**config.mk**
```make
export PLATFORM = sky130hd
export DESIGN_NAME = lss_top
export DESIGN_NICKNAME = d
export VERILOG_FILES = /design/src/hw/lss_pkg.sv /design/src/hw/lss_lock_if.sv /design/src/hw/lss_top.sv /design/src/hw/lss_sync.sv /design/src/hw/lss_lock_det.sv
export VERILOG_INCLUDE_DIRS = /design/src /design/src/hw
export SDC_FILE = /design/constraint.sdc
export NUM_CORES = 1
export LEC_CHECK = 0
export BUFFER_PORTS_ARGS = -buffer_cell sky130_fd_sc_hd__clkbuf_2
export CAP_MARGIN = 20
export CELL_PAD_IN_SITES_DETAIL_PLACEMENT = 0
export CELL_PAD_IN_SITES_GLOBAL_PLACEMENT = 1
export CORE_UTILIZATION = 43
export CTS_CLUSTER_SIZE = 10
export DETAILED_ROUTE_END_ITERATION = 6
export PLACE_DENSITY_LB_ADDON = 0.1
export SYNTH_ARGS = -nofsm -noshare
export SYNTH_HDL_FRONTEND = slang
export SYNTH_HIERARCHICAL = 1
export SYNTH_SLANG_ARGS = --single-unit
```
**constraint.sdc**
```tcl
create_clock -name i_clk -period 3 [get_ports i_clk]
set_clock_uncertainty 0.15 [all_clocks]
set_input_delay 0.15 -clock i_clk [delete_from_list [all_inputs] [get_ports i_clk]]
set_output_delay 0.15 -clock i_clk [all_outputs]
set_load 0.03 [all_outputs]
```
**src/hw/lss_defs.svh**
```systemverilog
// Offsets, fields, reset values and timing counts of the start-up sequencer
`ifndef LSS_DEFS_SVH
`define LSS_DEFS_SVH

`define LSS_CLK_MHZ        200
`define LSS_PWR_HOLD_US    2000
`define LSS_PWR_HOLD_CYC   (`LSS_PWR_HOLD_US * `LSS_CLK_MHZ)
`define LSS_LOCK_US        3000
`define LSS_LOCK_CYC       (`LSS_LOCK_US * `LSS_CLK_MHZ)
`define LSS_CNT_W          20
`define LSS_SYNC_CYC       2

`define LSS_ADDR_W         8
`define LSS_OFF_CTRL       8'h00
`define LSS_OFF_STAT       8'h04
`define LSS_OFF_IRQ_STAT   8'h08
`define LSS_OFF_IRQ_MASK   8'h0C

`define LSS_FMT_RATE       0
`define LSS_FMT_WIDTH      1
`define LSS_FMT_PROT       2
`define LSS_FMT_DEFAULT    3'h0

`define LSS_STAT_CFG_LOCK  3
`define LSS_STAT_VID_LOCK  4
`define LSS_STAT_CC_AVAIL  5
`define LSS_STAT_DATA_EN   6

`define LSS_IRQ_VID_LOCK   0
`define LSS_IRQ_LOCK_LOST  1
`define LSS_IRQ_CC_READY   2
`define LSS_IRQ_W          3
`define LSS_IRQ_MASK_RST   3'h0

`define LSS_LINK_CFG       0
`define LSS_LINK_VID       1

`endif

```
**src/hw/lss_pkg.sv**
```systemverilog
// Types of the start-up sequencer
package lss_pkg;

  typedef logic [2:0] lss_fmt_t;

  typedef enum logic [2:0]
  {
    ST_LOAD     = 3'b000,
    ST_HOLD     = 3'b001,
    ST_NO_LINK  = 3'b010,
    ST_CFG_LINK = 3'b011,
    ST_VID_LINK = 3'b100
  } lss_state_t;

endpackage

```
**src/hw/lss_lock_if.sv**
```systemverilog
// Qualify and lock signals between sequencer and lock detector
`timescale 1ns/10ps
interface lss_lock_if;
  logic qual;
  logic lock;
  modport det (input qual, output lock);
  modport ctl (output qual, input lock);
endinterface

```
**src/hw/lss_top.sv**
```systemverilog
// Link start-up sequencer with APB registers and interrupt
//
// Added by the designer: the APB interface to the registers and the register addresses.
`timescale 1ns/10ps
`include "lss_defs.svh"
module lss_top
#(
  parameter int unsigned PWR_HOLD_CYC = `LSS_PWR_HOLD_CYC,
  parameter int unsigned LOCK_CYC     = `LSS_LOCK_CYC
)
(
  input  wire logic                    i_clk,
  input  wire logic                    i_rst,
  input  wire logic                    i_psel,
  input  wire logic                    i_penable,
  input  wire logic                    i_pwrite,
  input  wire logic [`LSS_ADDR_W-1:0]  i_paddr,
  input  wire logic [31:0]             i_pwdata,
  output logic      [31:0]             o_prdata,
  output logic                         o_pready,
  output logic                         o_pslverr,
  input  wire logic                    i_cfg_sig,
  input  wire logic                    i_ser_sig,
  input  wire lss_pkg::lss_fmt_t       i_rx_fmt,
  output lss_pkg::lss_fmt_t            o_fmt,
  output logic                         o_cc_avail,
  output logic                         o_cfg_lock,
  output logic                         o_lock,
  output logic                         o_data_en,
  output logic                         o_irq
);
  import lss_pkg::*;

  localparam int NLINK = 2;

  logic [4:0]            sync_q;
  logic                  cfg_sig;
  logic                  ser_sig;
  lss_fmt_t              rx_fmt;
  logic [NLINK-1:0]      qual;
  logic [NLINK-1:0]      lock;
  logic                  fmt_match;

  lss_state_t            state_r;
  lss_state_t            state_nxt;
  logic [`LSS_CNT_W-1:0] hold_r;
  logic [`LSS_CNT_W-1:0] hold_nxt;
  lss_fmt_t              fmt_r;
  lss_fmt_t              fmt_nxt;
  logic                  cc_r;
  logic                  cc_nxt;
  logic                  data_en_r;
  logic                  data_en_nxt;
  logic [NLINK-1:0]      lock_d_r;
  logic [`LSS_IRQ_W-1:0] irq_stat_r;
  logic [`LSS_IRQ_W-1:0] irq_stat_nxt;
  logic [`LSS_IRQ_W-1:0] irq_mask_r;
  logic [`LSS_IRQ_W-1:0] irq_mask_nxt;
  logic [`LSS_IRQ_W-1:0] irq_ev;
  logic [31:0]           prdata_r;
  logic [31:0]           prdata_nxt;
  logic                  pslverr_r;
  logic                  pslverr_nxt;
  logic                  loaded;
  logic                  setup;
  logic                  wr_en;

  function automatic logic addr_ok(input logic [`LSS_ADDR_W-1:0] a);
    addr_ok = (a == `LSS_OFF_CTRL) || (a == `LSS_OFF_STAT) ||
              (a == `LSS_OFF_IRQ_STAT) || (a == `LSS_OFF_IRQ_MASK);
  endfunction

  // Pin-side levels into the clock domain
  lss_sync #(.W(5)) u_sync
  (
    .i_clk (i_clk),
    .i_rst (i_rst),
    .i_d   ({i_rx_fmt, i_ser_sig, i_cfg_sig}),
    .o_q   (sync_q)
  );

  assign cfg_sig = sync_q[0];
  assign ser_sig = sync_q[1];
  assign rx_fmt  = sync_q[4:2];

  // Rate mismatch keeps lock; width or protection mismatch loses it
  assign fmt_match = (fmt_r[`LSS_FMT_WIDTH] == rx_fmt[`LSS_FMT_WIDTH]) &&
                     (fmt_r[`LSS_FMT_PROT] == rx_fmt[`LSS_FMT_PROT]);

  assign loaded = (state_r != ST_LOAD);

  // Configuration link qualified only while no video signal
  assign qual[`LSS_LINK_CFG] = loaded && cfg_sig && !ser_sig &&
                               fmt_match;
  assign qual[`LSS_LINK_VID] = loaded && ser_sig &&
                               fmt_match;

  // Lock detectors for both links, timed by the local clock
  generate
    for (genvar g = 0; g < NLINK; g++)
    begin : g_link
      lss_lock_if lk ();
      assign lk.qual = qual[g];
      assign lock[g] = lk.lock;
      lss_lock_det #(.LOCK_CYC(LOCK_CYC)) u_det
      (
        .i_clk (i_clk),
        .i_rst (i_rst),
        .lk    (lk)
      );
    end
  endgenerate

  assign setup = i_psel && !i_penable;
  assign wr_en = i_psel && i_penable && i_pwrite && loaded;

  // Sequencer
  always_comb
  begin
    state_nxt = state_r;
    hold_nxt  = hold_r;
    fmt_nxt   = fmt_r;
    unique case (state_r)
      ST_LOAD:
      begin
        fmt_nxt = `LSS_FMT_DEFAULT;
        // Decide once the pin synchroniser holds real levels
        if (hold_r >= `LSS_CNT_W'(`LSS_SYNC_CYC))
        begin
          hold_nxt = '0;
          if (cfg_sig || ser_sig)
            state_nxt = ST_HOLD;
          else
            state_nxt = ST_NO_LINK;
        end
        else
          hold_nxt = hold_r + `LSS_CNT_W'(1);
      end
      ST_HOLD:
      begin
        if (hold_r >= `LSS_CNT_W'(PWR_HOLD_CYC - 1))
          state_nxt = ST_NO_LINK;
        else
          hold_nxt = hold_r + `LSS_CNT_W'(1);
      end
      ST_NO_LINK:
      begin
        if (lock[`LSS_LINK_VID])
          state_nxt = ST_VID_LINK;
        else if (lock[`LSS_LINK_CFG])
          state_nxt = ST_CFG_LINK;
      end
      ST_CFG_LINK:
      begin
        if (lock[`LSS_LINK_VID])
          state_nxt = ST_VID_LINK;
        else if (!lock[`LSS_LINK_CFG])
          state_nxt = ST_NO_LINK;
      end
      ST_VID_LINK:
      begin
        if (!lock[`LSS_LINK_VID])
          state_nxt = ST_NO_LINK;
      end
      default:
        state_nxt = ST_LOAD;
    endcase
    if (wr_en && (i_paddr == `LSS_OFF_CTRL))
      fmt_nxt = i_pwdata[2:0];
  end

  // Channel and data path gating
  always_comb
  begin
    cc_nxt      = (state_nxt == ST_CFG_LINK) ||
                  (state_nxt == ST_VID_LINK);
    data_en_nxt = (state_nxt == ST_VID_LINK);
  end

  // Interrupt status and mask
  always_comb
  begin
    irq_ev = '0;
    irq_ev[`LSS_IRQ_VID_LOCK]  = lock[`LSS_LINK_VID] &&
                                 !lock_d_r[`LSS_LINK_VID];
    irq_ev[`LSS_IRQ_LOCK_LOST] = |(lock_d_r & ~lock);
    irq_ev[`LSS_IRQ_CC_READY]  = cc_nxt && !cc_r;
    irq_stat_nxt = irq_stat_r;
    irq_mask_nxt = irq_mask_r;
    if (wr_en && (i_paddr == `LSS_OFF_IRQ_STAT))
      irq_stat_nxt = irq_stat_r & ~i_pwdata[`LSS_IRQ_W-1:0];
    if (wr_en && (i_paddr == `LSS_OFF_IRQ_MASK))
      irq_mask_nxt = i_pwdata[`LSS_IRQ_W-1:0];
    irq_stat_nxt = irq_stat_nxt | irq_ev;
  end

  // Read data captured in the setup cycle
  always_comb
  begin
    prdata_nxt  = prdata_r;
    pslverr_nxt = pslverr_r;
    if (setup)
    begin
      prdata_nxt  = '0;
      pslverr_nxt = !addr_ok(i_paddr);
      if (!i_pwrite)
      begin
        if (i_paddr == `LSS_OFF_CTRL)
          prdata_nxt[2:0] = fmt_r;
        else if (i_paddr == `LSS_OFF_STAT)
        begin
          prdata_nxt[2:0] = state_r;
          prdata_nxt[`LSS_STAT_CFG_LOCK] = lock[`LSS_LINK_CFG];
          prdata_nxt[`LSS_STAT_VID_LOCK] = lock[`LSS_LINK_VID];
          prdata_nxt[`LSS_STAT_CC_AVAIL] = cc_r;
          prdata_nxt[`LSS_STAT_DATA_EN]  = data_en_r;
        end
        else if (i_paddr == `LSS_OFF_IRQ_STAT)
          prdata_nxt[`LSS_IRQ_W-1:0] = irq_stat_r;
        else if (i_paddr == `LSS_OFF_IRQ_MASK)
          prdata_nxt[`LSS_IRQ_W-1:0] = irq_mask_r;
      end
    end
  end

  always_ff @(posedge i_clk or posedge i_rst)
  begin
    if (i_rst)
    begin
      state_r    <= ST_LOAD;
      hold_r     <= '0;
      fmt_r      <= `LSS_FMT_DEFAULT;
      cc_r       <= 1'b0;
      data_en_r  <= 1'b0;
      lock_d_r   <= '0;
      irq_stat_r <= '0;
      irq_mask_r <= `LSS_IRQ_MASK_RST;
      prdata_r   <= '0;
      pslverr_r  <= 1'b0;
    end
    else
    begin
      state_r    <= state_nxt;
      hold_r     <= hold_nxt;
      fmt_r      <= fmt_nxt;
      cc_r       <= cc_nxt;
      data_en_r  <= data_en_nxt;
      lock_d_r   <= lock;
      irq_stat_r <= irq_stat_nxt;
      irq_mask_r <= irq_mask_nxt;
      prdata_r   <= prdata_nxt;
      pslverr_r  <= pslverr_nxt;
    end
  end

  // Access phase waits until defaults are loaded
  assign o_pready   = i_psel && i_penable && loaded;
  assign o_prdata   = prdata_r;
  assign o_pslverr  = pslverr_r && o_pready;
  assign o_fmt      = fmt_r;
  assign o_cc_avail = cc_r;
  assign o_cfg_lock = lock[`LSS_LINK_CFG];
  assign o_lock     = lock[`LSS_LINK_VID];
  assign o_data_en  = data_en_r;
  assign o_irq      = |(irq_stat_r & irq_mask_r);
endmodule // lss_top

```
**src/hw/lss_sync.sv**
```systemverilog
// Two-flop synchroniser for a vector of levels
`timescale 1ns/10ps
module lss_sync
#(
  parameter int W = 1
)
(
  input  wire logic         i_clk,
  input  wire logic         i_rst,
  input  wire logic [W-1:0] i_d,
  output logic      [W-1:0] o_q
);
  logic [W-1:0] meta_r;
  logic [W-1:0] q_r;

  always_ff @(posedge i_clk or posedge i_rst)
  begin
    if (i_rst)
    begin
      meta_r <= '0;
      q_r    <= '0;
    end
    else
    begin
      meta_r <= i_d;
      q_r    <= meta_r;
    end
  end

  assign o_q = q_r;
endmodule // lss_sync

```
**src/hw/lss_lock_det.sv**
```systemverilog
// Lock detector: lock after a stable qualify period
`timescale 1ns/10ps
`include "lss_defs.svh"
module lss_lock_det
#(
  parameter int unsigned LOCK_CYC = `LSS_LOCK_CYC
)
(
  input  wire logic i_clk,
  input  wire logic i_rst,
  lss_lock_if.det   lk
);
  logic [`LSS_CNT_W-1:0] cnt_r;
  logic [`LSS_CNT_W-1:0] cnt_nxt;
  logic                  lock_r;
  logic                  lock_nxt;

  always_comb
  begin
    cnt_nxt  = cnt_r;
    lock_nxt = lock_r;
    if (!lk.qual)
    begin
      cnt_nxt  = '0;
      lock_nxt = 1'b0;
    end
    else if (!lock_r)
    begin
      if (cnt_r >= `LSS_CNT_W'(LOCK_CYC - 1))
        lock_nxt = 1'b1;
      else
        cnt_nxt = cnt_r + `LSS_CNT_W'(1);
    end
  end

  always_ff @(posedge i_clk or posedge i_rst)
  begin
    if (i_rst)
    begin
      cnt_r  <= '0;
      lock_r <= 1'b0;
    end
    else
    begin
      cnt_r  <= cnt_nxt;
      lock_r <= lock_nxt;
    end
  end

  assign lk.lock = lock_r;
endmodule // lss_lock_det

```
==> summary.txt <==
Routing
  – Initial DRC count: 255
  – Routed vias/inst: 5.56
  – Pre-antenna DRT Iters: 6
  – DRC Markers: 4
  – DR WL/cell: 14.8 um
  – DRT antenna net count: 0
  – Final wirelength: 11300 um
  – Total number of vias: 4241

Finish
  – Finished Layout Cells: 763
  – Fill count: 1111
  – Area of the multi-input gates: 2520 sq um
  – Layout cells sized above 1: 13.7%
  – Most frequent cells in the layout: dfrtp_1 (94), nand2_1 (64), nor2_1 (44)
  – Most common cell after layout, fill and taps aside: dfrtp_1
  – Register area: 2350 sq um
  – Layout area overhead: 12.3%
  – # diodes: 0
  – Layout Nets: 669

Global route
  – Largest net degree at the start of global routing: 45
  – Initial antenna violation count: 0
  – Total GRT Usage: 19.5%
  – Number of global-route vias before repair: 4080
  – Grt ovf: 0
  – First-pass GRT wire length: 19600 um

Floorplanning
  – Die Span X: 112 um
  – Initial core utilization: 44.7%
  – Die area: 12500 sq um
  – Row count: 39
  – Core area: 11600 sq um
  – IO Count: 92
  – Chip height: 112 um

STA
  – Fin crit share: 87.2%
  – Min Tclk post-route: 2.62 ns
  – Final Hold Fails: 0
  – Slew Viols, Final: 0
  – Unrepaired setup endpoints after global routing: no
  – Fmax: 382 MHz
  – Tightest Pin Transition: 0.874 ns
  – Final TNS setup: 0 ns
  – Final setup viols: 0
  – Slew HR: 41.4%

Synthesis
  – Synth Warn #: 6
  – Synthesized area per cell: 9.15 sq um
  – Cell area after synthesis: 5170 sq um
  – Post-Syn Instances: 565

CTS
  – Clk sink count: 94
  – Clock-pin slew on the worst setup and hold paths: 0.07 ns
  – Total CTS buffers: 9
  – Worst-skew pair later-pin latency: 0.35 ns
  – Root Buffer: clkbuf_16
  – CTS tree: built
  – Max Buffers Root-to-Sink: 2
  – H-tree Lvls: 3

Place
  – # placed instances: 738
  – DP HPWL: 8060 um
  – GP Congestion: 0.833
  – Port bufs: 36

Status
  – Failing checks: DRC
  – Status: complete, but fails checks

Min path
  – Class of the worst hold path: input pin to flop

Power and ir drop
  – Peak VDD IR: 0.000278 V
  – Pwr per Cell Area: 495 nW/um^2
  – Leakage: 2.46 nW

Worst setup path
  – Crit end category: flop
  – Critical path required time: 3.11 ns
  – Crit path DAT: 2.73 ns
  – Critical path peak fanout: 7
  – Crit path launch type: flop
  – CP Class: flop to flop

Job
  – Max Cap Viol: 0
[routing by layer]
metal | part of all wire (%) | vias to the layer above | GRT usage [%]
li1 | - | 2121 | -
met1 | 48 | 2060 | 25.7
met2 | 49 | 54 | 32.2
met3 | 2.5 | 6 | 4.35
met4 | 0.72 | 0 | 5.50
met5 | 0 | - | 0
[power breakdown]
| part | internal, mW | switching [mW] | leakage (nW) | total, mW |
|---|---|---|---|---|
| Clock | 0.589 | 0.504 | 0.139 | 1.09 |
| Combinational | 0.135 | 0.291 | 1.04 | 0.426 |
| Sequential | 1.30 | 0.0568 | 1.28 | 1.36 |
| Total | 2.03 | 0.852 | 2.46 | 2.88 |
[path summary, 6_finish.rpt]
| kind | to | start | slack [ns] | cells past startpoint |
|---|---|---|---|---|
| min in group asynchronous | o_fmt[0] | i_rst | 0.15 | 3 |
| max in group asynchronous | g_link[0].u_det/cnt_r[8] | i_rst | 1.75 | 3 |
| worst min register to register | u_sync/o_q[0] | u_sync/meta_r[0] | 0.20 | 0 |
| worst min-delay path | o_prdata[6] | i_pwrite | 0.04 | 4 |
| worst max register to register | hold_r[0] | hold_r[14] | 0.38 | 5 |
| worst max-delay path | hold_r[0] | hold_r[14] | 0.38 | 5 |
[worst max-delay path: stages (launching register included)]
cell      delay [ns]
dfrtp_1         0.41
or4_4           0.56
o211a_4         0.27
a211oi_1        0.73
nand2_1         0.21
o21ai_0         0.21
[area by class of cell]
type / count / share of cell area [%]
Tap cell: 143 / 3.08
Multi-Input combinational cell: 428 / 43.3
Sequential cell: 94 / 40.5
Clock buffer: 10 / 4.11
Timing Repair Buffer: 61 / 6.89
Inverter: 21 / 1.36
Clock inverter: 6 / 0.754
[state kept, by name, indices dropped and copies added (netlist names)]
name and count:
o_prdata 7, lock_d_r 2, irq_stat_r 3, o_fmt 3, o_data_en 1, hold_r 20, u_sync/meta_r 4, u_sync/o_q 4
pslverr_r 1, g_link.u_det/cnt_r 40, g_link.u_det/lk.lock 2, irq_mask_r 3, state_r 3, o_cc_avail 1
[metrics by stage]
| step | cell area, sq um | total power [mW] | hold WS (ns) | utilization, % | worst slack, ns |
|---|---|---|---|---|---|
| 5_1_grt | 5810 | 3.04 | 0.0683 | 50.2 | 0.0825 |
| 2_1_floorplan | 5260 | 1.71 | -0.184 | - | 0.332 |
| 3_3_place_gp | 5430 | 1.80 | 0.0107 | 46.9 | 0.372 |
| 4_1_cts | 5790 | 2.93 | 0.0313 | 50.1 | 0.342 |
| 6_report | 5810 | 2.88 | 0.0382 | 50.2 | 0.384 |
| 3_5_place_dp | 5430 | 1.81 | 0.0203 | 46.9 | 0.344 |
[repair_timing]
| action | 4_1_cts | 5_1_grt |
|---|---|---|
| hold endpoints to repair | 107 | 0 |
| gates resized for setup | 0 | 0 |
| buffers inserted | 0 | 0 |
| hold buffers | 8 | 0 |
Note: power is estimated with default switching activity, not from simulation.
